### src/verilog/unary_ops_pkg.sv
// Purpose: shared constants and types for the file-register unary op unit
// Assumes: 8-bit data, 7-bit file address, 13-bit program counter
// Notes: opcode codes are local to this unit
package unary_ops_pkg;
	localparam int DATA_W = 8;
	localparam int ADDR_W = 7;
	localparam int PC_W = 13;
	localparam int LIT_W = 11;
	localparam int LATCH_LO = 3;
	localparam int LATCH_HI = 4;
	localparam logic [7:0] ZERO_BYTE = 8'h00;
	localparam logic [PC_W-1:0] PC_RESET = 13'h0000;
	localparam logic [7:0] W_RESET = 8'h00;
	localparam logic ZF_RESET = 1'b0;
	localparam logic [1:0] TWO_CYCLE_EXTRA = 2'h1;

	typedef enum logic [2:0] {
		complement_file_op = 3'h0,
		clear_file_op = 3'h1,
		decrement_file_op = 3'h2,
		clear_working_op = 3'h3,
		decrement_skip_zero_op = 3'h4,
		increment_skip_zero_op = 3'h5,
		absolute_branch_op = 3'h6,
		no_op = 3'h7
	} op_e;

	typedef enum logic [0:0] {
		st_exec = 1'h0,
		st_flush = 1'h1
	} seq_e;
endpackage : unary_ops_pkg

### src/verilog/unary_alu.sv
// Purpose: combinational result and zero detect for the unary ops
// Assumes: operand is the addressed file register value
// Notes: result is meaningless for branch and no-op
`timescale 1ns/1ps
module unary_alu
	import unary_ops_pkg::*;
(
	// operation
	input wire op_e op_in,
	input wire logic [DATA_W-1:0] operand_in,
	// result
	output logic [DATA_W-1:0] result_out,
	output logic zero_out
);
	always_comb
	begin
		case (op_in)
			complement_file_op: result_out = ~operand_in;
			clear_file_op: result_out = ZERO_BYTE;
			clear_working_op: result_out = ZERO_BYTE;
			decrement_file_op: result_out = operand_in - 8'h01;
			decrement_skip_zero_op: result_out = operand_in - 8'h01;
			increment_skip_zero_op: result_out = operand_in + 8'h01;
			default: result_out = operand_in;
		endcase
		zero_out = (result_out == ZERO_BYTE);
	end
endmodule : unary_alu

### src/verilog/file_register_unary_ops.sv
// Purpose: executes unary file/working register ops and absolute branch
// Assumes: decode supplies op, address, dest bit, literal and file data
// Notes: exec_valid_in is ignored while a flush cycle runs (busy_out high)
`timescale 1ns/1ps
module file_register_unary_ops
	import unary_ops_pkg::*;
(
	// clock and reset
	input wire logic sys_clk_in,
	input wire logic rst_in,
	// decoded instruction
	input wire logic exec_valid_in,
	input wire op_e op_in,
	input wire logic [ADDR_W-1:0] file_addr_in,
	input wire logic dest_file_in,
	input wire logic [LIT_W-1:0] literal_in,
	input wire logic [DATA_W-1:0] file_data_in,
	input wire logic [DATA_W-1:0] pc_latch_in,
	input wire logic [PC_W-1:0] pc_next_in,
	// file register write port
	output logic file_we_out,
	output logic [ADDR_W-1:0] file_waddr_out,
	output logic [DATA_W-1:0] file_wdata_out,
	// core state
	output logic [DATA_W-1:0] w_out,
	output logic zero_flag_out,
	output logic [PC_W-1:0] pc_out,
	output logic pc_load_out,
	output logic busy_out,
	output logic flush_out
);
	logic [DATA_W-1:0] alu_res;
	logic alu_zero;
	logic [DATA_W-1:0] w_ff;
	logic zf_ff;
	logic [PC_W-1:0] pc_ff;
	logic pc_load_ff;
	logic file_we_ff;
	logic [ADDR_W-1:0] file_waddr_ff;
	logic [DATA_W-1:0] file_wdata_ff;
	seq_e seq_ff;
	seq_e nxt_seq;
	logic go;
	logic skip_hit;
	logic to_file;
	logic to_w;
	logic take_branch;

	unary_alu u_alu (
		.op_in(op_in),
		.operand_in(file_data_in),
		.result_out(alu_res),
		.zero_out(alu_zero)
	);

	assign go = exec_valid_in && (seq_ff == st_exec);
	assign take_branch = go && (op_in == absolute_branch_op);
	assign skip_hit = go && alu_zero &&
		(op_in == decrement_skip_zero_op || op_in == increment_skip_zero_op);

	always_comb
	begin
		to_file = 1'b0;
		to_w = 1'b0;
		case (op_in)
			clear_file_op: to_file = 1'b1;
			clear_working_op: to_w = 1'b1;
			complement_file_op, decrement_file_op,
			decrement_skip_zero_op, increment_skip_zero_op:
			begin
				to_file = dest_file_in;
				to_w = !dest_file_in;
			end
			default:
			begin
				to_file = 1'b0;
				to_w = 1'b0;
			end
		endcase
	end

	// sequencer: second cycle for skip or branch
	always_comb
	begin
		nxt_seq = st_exec;
		case (seq_ff)
			st_exec:
				if (skip_hit || take_branch)
					nxt_seq = st_flush;
			st_flush: nxt_seq = st_exec;
			default: nxt_seq = st_exec;
		endcase
	end

	always_ff @(posedge sys_clk_in)
	begin
		if (rst_in)
			seq_ff <= st_exec;
		else
			seq_ff <= nxt_seq;
	end

	// working register
	always_ff @(posedge sys_clk_in)
	begin
		if (rst_in)
			w_ff <= W_RESET;
		else if (go && to_w)
			w_ff <= alu_res;
	end

	// zero flag
	always_ff @(posedge sys_clk_in)
	begin
		if (rst_in)
			zf_ff <= ZF_RESET;
		else if (go)
		begin
			case (op_in)
				clear_file_op, clear_working_op: zf_ff <= 1'b1;
				complement_file_op, decrement_file_op: zf_ff <= alu_zero;
				default: zf_ff <= zf_ff;
			endcase
		end
	end

	// file write port
	always_ff @(posedge sys_clk_in)
	begin
		if (rst_in)
		begin
			file_we_ff <= 1'b0;
			file_waddr_ff <= '0;
			file_wdata_ff <= ZERO_BYTE;
		end
		else
		begin
			file_we_ff <= go && to_file;
			file_waddr_ff <= file_addr_in;
			file_wdata_ff <= alu_res;
		end
	end

	// program counter load
	always_ff @(posedge sys_clk_in)
	begin
		if (rst_in)
		begin
			pc_ff <= PC_RESET;
			pc_load_ff <= 1'b0;
		end
		else
		begin
			pc_load_ff <= take_branch;
			if (take_branch)
				pc_ff <= {pc_latch_in[LATCH_HI:LATCH_LO], literal_in};
			else
				pc_ff <= pc_next_in;
		end
	end

	assign w_out = w_ff;
	assign zero_flag_out = zf_ff;
	assign pc_out = pc_ff;
	assign pc_load_out = pc_load_ff;
	assign file_we_out = file_we_ff;
	assign file_waddr_out = file_waddr_ff;
	assign file_wdata_out = file_wdata_ff;
	assign busy_out = (seq_ff == st_flush);
	assign flush_out = (seq_ff == st_flush);

	a_clear_file_op_zero: assert property (@(posedge sys_clk_in) disable iff (rst_in)
		go && op_in == clear_file_op |=> zf_ff && file_we_ff && file_wdata_ff == 8'h00)
		else $error("clear file did not zero and flag");
	a_clear_working_op_zero: assert property (@(posedge sys_clk_in) disable iff (rst_in)
		go && op_in == clear_working_op |=> zf_ff && w_ff == 8'h00 && !file_we_ff)
		else $error("clear W failed");
	a_complement_file_op_dest: assert property (@(posedge sys_clk_in) disable iff (rst_in)
		go && op_in == complement_file_op && dest_file_in |=> file_we_ff && file_wdata_ff == ~$past(file_data_in))
		else $error("complement to file wrong");
	a_decrement_file_op_w: assert property (@(posedge sys_clk_in) disable iff (rst_in)
		go && op_in == decrement_file_op && !dest_file_in |=> !file_we_ff && w_ff == $past(file_data_in) - 8'h01)
		else $error("decrement to W wrong");
	a_dec_skip: assert property (@(posedge sys_clk_in) disable iff (rst_in)
		go && op_in == decrement_skip_zero_op && file_data_in == 8'h01 |=> flush_out ##1 !flush_out)
		else $error("decrement skip missing");
	a_inc_skip: assert property (@(posedge sys_clk_in) disable iff (rst_in)
		go && op_in == increment_skip_zero_op |=> flush_out == ($past(file_data_in) == 8'hFF) && $stable(zf_ff))
		else $error("increment skip wrong");
	a_branch_pc: assert property (@(posedge sys_clk_in) disable iff (rst_in)
		go && op_in == absolute_branch_op |=> pc_load_ff && pc_ff == {$past(pc_latch_in[4:3]), $past(literal_in)})
		else $error("branch target wrong");
	a_branch_two: assert property (@(posedge sys_clk_in) disable iff (rst_in)
		go && op_in == absolute_branch_op |=> flush_out && $stable(zf_ff))
		else $error("branch not two cycles");
	a_zero_follow: assert property (@(posedge sys_clk_in) disable iff (rst_in)
		go && (op_in == complement_file_op || op_in == decrement_file_op) |=>
		zf_ff == ($past(op_in) == complement_file_op ? $past(file_data_in) == 8'hFF : $past(file_data_in) == 8'h01))
		else $error("zero flag mismatch");
	a_complement_file_op_w: assert property (@(posedge sys_clk_in) disable iff (rst_in)
		go && op_in == complement_file_op && !dest_file_in |=> !file_we_ff && w_ff == ~$past(file_data_in))
		else $error("complement to W wrong");
	a_dec_skip_flags: assert property (@(posedge sys_clk_in) disable iff (rst_in)
		go && op_in == decrement_skip_zero_op |=> $stable(zf_ff) && flush_out == ($past(file_data_in) == 8'h01))
		else $error("decrement skip flags or skip wrong");
	a_busy_refuse: assert property (@(posedge sys_clk_in) disable iff (rst_in)
		busy_out |=> !file_we_ff && !pc_load_ff && !busy_out && $stable(w_ff) && $stable(zf_ff))
		else $error("request taken during flush");

	c_skip: cover property (@(posedge sys_clk_in) disable iff (rst_in) skip_hit);
	c_branch: cover property (@(posedge sys_clk_in) disable iff (rst_in) take_branch);
	c_complement_file_op_w: cover property (@(posedge sys_clk_in) disable iff (rst_in) go && op_in == complement_file_op && !dest_file_in);
	c_refused: cover property (@(posedge sys_clk_in) disable iff (rst_in) busy_out && exec_valid_in);
endmodule : file_register_unary_ops

### config.mk
export PLATFORM = sky130hd
export DESIGN_NAME = file_register_unary_ops
export DESIGN_NICKNAME = d
export VERILOG_FILES = /design/src/verilog/unary_ops_pkg.sv /design/src/verilog/unary_alu.sv /design/src/verilog/file_register_unary_ops.sv
export SDC_FILE = /design/constraint.sdc
export NUM_CORES = 1
export LEC_CHECK = 0
export BUFFER_PORTS_ARGS = -buffer_cell sky130_fd_sc_hd__buf_4
export CAP_MARGIN = 10
export CORE_ASPECT_RATIO = 2
export CORE_MARGIN = 8
export CORE_UTILIZATION = 35
export CTS_BUF_LIST = sky130_fd_sc_hd__clkbuf_8
export CTS_CLUSTER_DIAMETER = 60
export CTS_CLUSTER_SIZE = 30
export DETAILED_ROUTE_END_ITERATION = 8
export PLACE_DENSITY = 0.65
export RECOVER_POWER = 50
export SLEW_MARGIN = 10
export SYNTH_ARGS = -nofsm -noshare
export SYNTH_HDL_FRONTEND = slang
export SYNTH_HIERARCHICAL = 1
export SYNTH_SLANG_ARGS = --single-unit
### constraint.sdc
create_clock -name sys_clk_in -period 6 [get_ports sys_clk_in]
set_input_delay 0.3 -clock sys_clk_in [delete_from_list [all_inputs] [get_ports sys_clk_in]]
set_output_delay 0.3 -clock sys_clk_in [all_outputs]
set_load 0.02 [all_outputs]
==> results.toml, run 1 <==
[status]
outcome = "finished, violations left"
violations = "max-capacitance violations, max-slew violations"

[cts]
cts_resized = 0
cts_sinks = 40
clockBufferDepth = 2
htree_levels = 2
root_buffer = "clkbuf_8"
cts_tree = "built"
clk_latency_ns = 0.28
holdBufCountCts = 0
numCtsBuffers = 5
clk_pin_slew_ns = 0.08
postCtsSetupRepairBufs = 0

[yosys]
syn_inst = 227
ys_seq_area_share_pct = 38.19
synth_top_area_share_pct = 38.19
ys_ff_latch = 40
synthTopCellsByCount = "dfxtp_1, nor2_1, nor2b_1"
yosysWarnings = 6
synth.largest_area_cell = "dfxtp_1"
synth_fp_nets = 288
synth_cell_types = 56
async_flop_share_pct = 0
synthTopCellsByArea = "dfxtp_1, mux2i_1, nor2b_1"
avgSynthCellArea_um2 = 9.238
ys.flop_type = "dfxtp_1"
yosysMostFrequentCell = "dfxtp_1"
synth_edf_count = 0
synth_area_um2 = 2097

[worst_setup_path]
cp.arrival_ns = 3.11
cp-start-kind = "input port"
crit_type = "input port to flop"
endpoint_kind = "flop"
rr_worst_depth = 4
crit_fanout = 22
cp.required_ns = 6.19

[cells_and_area]
fin_area_um2 = 2739
diodes = 0
drive_gt1_share_pct = 27.42
syn2layout_area_growth_pct = 30.61
nFillCells = 601
nNetsFinal = 370
multiInputGateArea_um2 = 1166
regArea_um2 = 800.8

[floorplanning]
dieArea_um2 = 8875
initial_utilization_pct = 35.51
fp-row-count = 40
io_pins = 95
fp.dieH_um = 125.5
die_x_um = 70.74
core_um2 = 5906

[power_and_ir_drop]
power_density_nw_per_um2 = 247.3
intPower_uw = 497.1
swShare_pct = 26.60
p_leak_nw = 1.252
p_seq_share_pct = 42.4
clockPowerShare_pct = 34.4
combPwrFrac_pct = 23.2
ir_drop_uv = 152.3
switchingPower_uw = 180.1

[timing]
rsz0062_at_grt = "false"
fin_crit_ns = 2.923
finalHoldViolCount = 0
drv_slew = 41
finalSetupViolCount = 0
post-route-period-util_pct = 48.71
finalClockSkew_ns = 0.009698
finalSetupTns_ns = 0
worstMarginPinSlew_ns = 1.700
fmax_ghz = 0.3422
maxSlewHeadroom_pct = -13.35

[drt]
viasPerCell = 5.145
avgRoutedWirePerCell_um = 14.75
drcViolationCount = 0
drtIter0Drc = 114
routed_wirelength_um = 5503
drt-pass1-iter-count = 4
ant_nets = 0
num_vias = 1919

[placed_design]
placed_area_um2 = 2736
port_buffers = 88
gp_congestion = 0.7664
post-dp-hpwl_um = 4303

[min_path]
min_path_type = "input port to flop"
hold_depth = 2

[job]
maxCapViolations = 1

[global_routing]
antenna_found_initial = 0
grt_pass1_wl_um = 9059
grt_pass1_vias = 1968
grt_use_total_pct = 12.14
grt-ovfl-total = 0
grt_max_degree = 41
## cells by family (layout without fill, tap and decap cells)
logic type / after synthesis / after routing / share of synthesized area, %
AOI/OAI and AO/OA: 43 / 43 / 15.28
xor gates and xnor gates: 3 / 3 / 1.253
adders and majority gates: 7 / 7 / 4.535
buffers and inverters: 21 / 104 / 6.205
DFF: 40 / 40 / 38.19
muxes: 25 / 25 / 12.47
and+or+nand+nor: 88 / 88 / 22.08
## power by group through the flow
stage,Clock (mW),Combinational [mW],Sequential [mW]
6_report,0.233,0.157,0.287
2_1_floorplan,0,0.0824,0.314
3_3_place_gp,0,0.166,0.293
5_1_grt,0.252,0.173,0.289
3_5_place_dp,0,0.169,0.293
4_1_cts,0.241,0.170,0.287
## state kept, by name (all words and copies together), names as in the netlist
name and count:
busy_out 1, file_waddr_out 7, file_wdata_out 8, file_we_out 1
pc_load_out 1, pc_out 13, w_out 8, zero_flag_out 1
## path summary, 6_finish.rpt
check                                      from           endpoint  slack, ns
worst max-delay path                   op_in[2]           busy_out       3.08
worst min-delay path            file_addr_in[2]  file_waddr_out[2]       0.23
worst max register to register         busy_out         pc_out[11]       4.37
worst min register to register    zero_flag_out      zero_flag_out       0.50
## final cells by class
class	instances	area share [%]
clock inverter	1	1.096
inverter	8	1.096
tap	63	2.878
multi-input combinational	166	42.58
clock buffer	7	3.518
timing repair buffer	88	19.60
sequential	40	29.24
## placed cells by master (no fill, tap or decap), types with 2 or more instances in the layout
master / count
inv_1: 6
nor3_1: 6
inv_2: 2
o21ai_0: 6
a211oi_1: 5
mux2i_1: 16
nand2_1: 10
buf_4: 55
nand2b_1: 5
nor4_1: 3
ha_1: 6
clkbuf_1: 33
a22oi_1: 2
nor2_1: 29
o22ai_1: 4
xnor2_1: 2
mux2_2: 9
dfxtp_1: 40
a21oi_1: 7
clkbuf_8: 7
nor2b_1: 24
## worst max-delay path, cell delays in order
cell and delay [ns]:
buf_4 0.21, nand2_1 0.10, nor2_1 0.20, inv_1 0.18, ha_1 0.37, and2b_1 0.20
o311ai_1 0.26, mux2_2 0.40, o21ai_0 0.17, a22oi_1 0.13, nor4_2 0.31, mux2i_1 0.12
nor4_1 0.16
## through the flow
step | hold slack (ns) | std cells | setup slack, ns | utilization (%) | total power [mW]
2_1_floorplan | 0.3809 | 227 | 2.986 | - | 0.3959
3_3_place_gp | 0.4846 | 365 | 2.777 | 46.33 | 0.4582
3_5_place_dp | 0.4999 | 365 | 2.798 | 46.33 | 0.4625
4_1_cts | 0.2166 | 373 | 3.086 | 48.47 | 0.6984
5_1_grt | 0.2307 | 373 | 2.681 | 46.38 | 0.7138
6_report | 0.2275 | 373 | 3.077 | 46.38 | 0.6772
## routing by layer
layer	vias to the layer above	track usage, %	share of wire, %
li1	959	-	-
met1	883	13.20	42
met2	70	20.23	47
met3	7	5.765	10
met4	0	3.461	1.0
met5	-	0	0
Power figures use the tool's default switching activity.
==> inputs of run 2 (changes only) <==
ABC_AREA = 1   (was default)
PLACE_DENSITY = 0.64   (was 0.65)
clock period = 2.8 ns   (was 6 ns; I/O delays follow)
==> results.toml, run 2 <==
[yosys]
yosysMostFrequentCell = "nand2_1"
yosysWarnings = 6
synthTopCellsByArea = "dfxtp_1, nand2_1, inv_1"
synth_top_area_share_pct = 37.80
syn_inst = 319
avgSynthCellArea_um2 = 6.640
ys.flop_type = "dfxtp_1"
synth_cell_types = 26
synthTopCellsByCount = "nand2_1, inv_1, nor2_1"
async_flop_share_pct = 0
synth_area_um2 = 2118
ys_seq_area_share_pct = 37.80
synth_fp_nets = 380
synth_edf_count = 0
ys_ff_latch = 40
synth.largest_area_cell = "dfxtp_1"

[timing]
setup_ws_ns = 0.9095
finalSetupViolCount = 0
finalClockSkew_ns = 0.004585
fmax_ghz = 0.5290
rsz0062_at_grt = "false"
finalSetupTns_ns = 0
post-route-period-util_pct = 67.52
fin_crit_ns = 1.891
finalHoldViolCount = 0
worstMarginPinSlew_ns = 0.8185
drv_slew = 0
maxSlewHeadroom_pct = 45.43

[global_routing]
grt-ovfl-total = 0
grt_pass1_vias = 2106
grt_max_degree = 24
antenna_found_initial = 0
grt_pass1_wl_um = 9646
grt_use_total_pct = 12.90

[worst_setup_path]
crit_fanout = 7
cp.required_ns = 3.01
cp-start-kind = "input port"
endpoint_kind = "flop"
cp.buffers_inverters = 3
max_stage_delay_ns = 0.51
critPathSlowestCell = "ha_1"
cp.arrival_ns = 2.11
crit_type = "input port to flop"
cp_cell_sequence = "buf_4, inv_1, nand3_1, ha_1, inv_1, nand2_1, nand3b_1, nand2_1, nand2_1, nand3_1, nand2_1, nand2_1, nand2_1, nor2_2, nand2_1, a21oi_1"
path_common_cell = "nand2_1"
crit_family = "simple AND/OR/NAND/NOR gates"

[status]
outcome = "completed"

[cells_and_area]
syn2layout_area_growth_pct = 30.83
nFillCells = 639
fin_area_um2 = 2771
largest_reg_flops = 13
mostFrequentLayoutCell = "nand2_1"
drive_gt1_share_pct = 19.46
fin_cells = 469
diodes = 0
final_cell_mix = "nand2_1, inv_1, nor2_1"
nNetsFinal = 466

[drt]
viasPerCell = 4.586
routed_wirelength_um = 5753
drtIter0Drc = 80
num_vias = 2151
drt-pass1-iter-count = 4
avgRoutedWirePerCell_um = 12.27
ant_nets = 0
drcViolationCount = 0

[min_path]
min_path_type = "input port to flop"

[floorplanning]
initial_utilization_pct = 35.87
dieArea_um2 = 8949
fp-row-count = 40
core_um2 = 5906
fp.dieH_um = 126.0
die_x_um = 71.01
io_pins = 95

[cts]
clk_latency_ns = 0.29
htree_levels = 2
clk_pin_slew_ns = 0.08
cts_tree = "built"
cts_sinks = 40
postCtsSetupRepairBufs = 0
holdBufCountCts = 0
clockBufferDepth = 2
root_buffer = "clkbuf_8"
numCtsBuffers = 5
cts_resized = 0

[placed_design]
gp_congestion = 0.7897
placed_area_um2 = 2791
dp.cells = 461
port_buffers = 88
pre_cts_slack_ns = 0.5862
post-dp-hpwl_um = 4561

[power_and_ir_drop]
p_leak_nw = 1.500
ir_drop_uv = 380.8
power_density_nw_per_um2 = 513.9

[job]
maxCapViolations = 0
run 2: worst paths after layout:
| check | endpoint | cells past startpoint | slack [ns] | from |
|---|---|---|---|---|
| setup reg to reg | pc_out[10] | 5 | 1.59 | busy_out |
| setup / recovery | busy_out | 16 | 0.91 | op_in[1] |
| hold / removal | file_waddr_out[5] | 3 | 0.05 | file_addr_in[5] |
| hold reg to reg | w_out[6] | 2 | 0.49 | w_out[6] |
run 2: area by class of cell:
cell class	instances	area, um^2	area share [%]
Multi-Input combinational cell	207	1013	36.57
Clock buffer	5	68.82	2.483
Tap cell	63	78.83	2.844
Timing Repair Buffer	88	533.0	19.23
Inverter	63	237.7	8.578
Clock inverter	3	38.79	1.400
Sequential cell	40	800.8	28.89
run 2: metal layers:
metal / share of wire, % / GRT usage, % / wire [um] / vias up
li1: - / - / - / 1133
met1: 45 / 15.02 / 2597 / 926
met2: 43 / 20.56 / 2501 / 83
met3: 9.9 / 5.962 / 567 / 9
met4: 1.5 / 3.461 / 87 / 0
met5: 0 / 0 / 0 / -
run 2: through the flow:
step	utilization, %	hold slack [ns]	power (mW)
after floorplan	-	0.2470	0.8645
after global placement	47.27	0.3410	1.010
after detailed placement	47.27	0.3522	1.018
after CTS	49.09	0.05045	1.466
after global routing	46.93	0.04291	1.513
final	46.93	0.05266	1.424
run 2: kinds of logic after synthesis:
group                    after synthesis  share of synthesized area [%]
XOR/XNOR                               1                         0.4135
buffers and inverters                 72                          14.35
adder cells (fa/ha/maj)                7                          4.489
AO/OA/AOI/OAI                         34                          8.033
AND/OR/NAND/NOR                      165                          34.91
flip-flops                            40                          37.80
run 2: worst register-to-register path, delay by kind of cell, from the launching register on:
kind	cells	cell delay [ns]
buffers and inverters	1	0.22
flip-flops	1	0.41
AND/OR/NAND/NOR	4	0.49
run 2: where the power goes:
group	switching (mW)	internal, mW
logic	0.220	0.136
registers	0.0123	0.607
clock network	0.188	0.261
==> inputs of run 3 (changes only) <==
PLACE_DENSITY = 0.67   (was 0.64)
clock period = 1.66 ns   (was 2.8 ns; I/O delays follow)
==> results.toml, run 3 (same netlist as run 2, synthesis figures left out) <==
[status]
outcome = "completed"

[global_routing]
met3_usage_pct = 4.610
grt_max_degree = 24
grt-ovfl-total = 0
grt_use_met2_pct = 21.94
grt_pass1_vias = 2163
grt_use_total_pct = 13.52
grt_pass1_wl_um = 9991
antenna_found_initial = 0
use_met1_pct = 16.36
grt_busiest_layer = "met2"

[floorplanning]
fp.dieH_um = 126.0
io_pins = 95
die_x_um = 71.01
core_um2 = 5906
fp-row-count = 40
initial_utilization_pct = 35.87
dieArea_um2 = 8949

[cts]
htree_levels = 2
clk_pin_slew_ns = 0.09
cts_sinks = 40
clockBufferDepth = 2
cts_tree = "built"
numCtsBuffers = 5
clk_latency_ns = 0.30
root_buffer = "clkbuf_8"

[job]
maxCapViolations = 0

[power_and_ir_drop]
intPower_mw = 1.826
swShare_pct = 30.49
p_leak_nw = 1.697
ir_drop_uv = 599.8
switchingPower_uw = 801.1
fin_total_pwr_mw = 2.627
p_seq_share_pct = 39.8
power_density_nw_per_um2 = 797.7
clockPowerShare_pct = 30.9
combPwrFrac_pct = 29.4

[cells_and_area]
syn2layout_area_growth_pct = 55.46
fin_cells = 508
fin_util_pct = 55.76
nNetsFinal = 505
drive_gt1_share_pct = 31.01
largest_reg_flops = 13
diodes = 0
fin_area_um2 = 3293
final_cell_mix = "buf_4, inv_1, nor2_1"
regArea_um2 = 800.8
nFillCells = 616
mostFrequentLayoutCell = "buf_4"
multiInputGateArea_um2 = 1175

[worst_setup_path]
cp.required_ns = 1.89
crit_type = "input port to flop"
rr_worst_depth = 6
cp.arrival_ns = 1.75
critPathSlowestCell = "ha_4"
cp_cell_sequence = "buf_4, inv_2, nand3_2, buf_12, ha_4, buf_4, inv_1, nand3_1, nand3_2, nand2_2, nand2_2, buf_4, buf_4, inv_1, inv_1, nand3_1, nand2_1, nor2_1"
path_common_cell = "buf_4"
crit_fanout = 7
endpoint_kind = "flop"
reg2reg_from = "busy_out"
ff2ff_setup_slack_ns = 0.44
timing.rr.end = "w_out[0]"
max_stage_delay_ns = 0.28
worstSetupStartpoint = "op_in[1]"
cp-start-kind = "input port"

[placed_design]
dp.cells = 483
placed_area_um2 = 2957
gp_congestion = 0.8556
post-dp-hpwl_um = 4526
port_buffers = 88

[drt]
drt-pass1-iter-count = 4
drtIter0Drc = 93
ant_nets = 0
avgRoutedWirePerCell_um = 12.19
routed_wirelength_um = 6191
num_vias = 2256
drcViolationCount = 0
viasPerCell = 4.441

[min_path]
worstHoldStart = "pc_next_in[9]"
hold_depth = 3
worstHoldEndpoint = "pc_out[9]"
min_path_type = "input port to flop"

[timing]
finalHoldViolCount = 0
finalSetupViolCount = 0
fin_crit_ns = 1.513
drv_slew = 0
worstMarginPinSlew_ns = 0.3995
fmax_ghz = 0.6610
post-route-period-util_pct = 91.14
maxSlewHeadroom_pct = 73.30
finalClockSkew_ns = 0.006801
-- run 3: stage by stage --
| step | hold WS [ns] | setup TNS [ns] | worst slack, ns |
|---|---|---|---|
| after global routing | 0.002433 | -0.008176 | -0.008176 |
| after CTS | 0.0004734 | 0 | 0.02293 |
| final | 0.004527 | 0 | 0.1472 |
| after detailed placement | 0.2892 | -2.230 | -0.2717 |
| after floorplan | 0.1900 | 0 | 0.06601 |
| after global placement | 0.2834 | -2.282 | -0.2684 |
-- run 3: final cells by class --
| cell class | count | area share, % |
|---|---|---|
| clock buffers | 5 | 2.090 |
| repair buffers | 127 | 26.90 |
| multi-input cells | 207 | 35.68 |
| inverters | 63 | 7.219 |
| clock inverters | 3 | 1.406 |
| flip-flops and latches | 40 | 24.32 |
| well taps | 63 | 2.394 |
-- run 3: worst max-delay path, delay by kind of cell --
kind / cells / cell delay, ns
adders and majority gates: 1 / 0.28
buffers and inverters: 9 / 0.78
and+or+nand+nor: 8 / 0.57
-- run 3: power groups by stage --
stage / sequential (mW) / combinational, mW / clock (mW)
floorplan: 1.15 / 0.310 / 0
global placement: 1.07 / 0.709 / 0
detailed placement: 1.07 / 0.713 / 0
CTS: 1.05 / 0.747 / 0.836
global route: 1.05 / 0.855 / 0.873
finish: 1.04 / 0.771 / 0.811
-- run 3: repair_timing --
| action | CTS | global route |
|---|---|---|
| buffers inserted | 0 | 1 |
| gates resized for setup | 0 | 40 |
| hold buffers | 16 | 0 |
| endpoints found under the setup margin | 0 | 10 |
| hold endpoints to repair | 16 | 0 |
-- run 3: worst max path at each step --
stage,endpoint,slack [ns],cells past startpoint
floorplan,busy_out,0.07,15
global placement,busy_out,-0.27,17
detailed placement,busy_out,-0.27,17
CTS,busy_out,0.02,17
global route,busy_out,-0.008,16
finish,w_out[4],0.15,18
-- run 3: metal layers --
layer  share of wire [%]  up-vias
met5                   0        -
met3                 7.0        4
li1                    -     1210
met2                  46       70
met1                  46      972
met4                 1.0        0
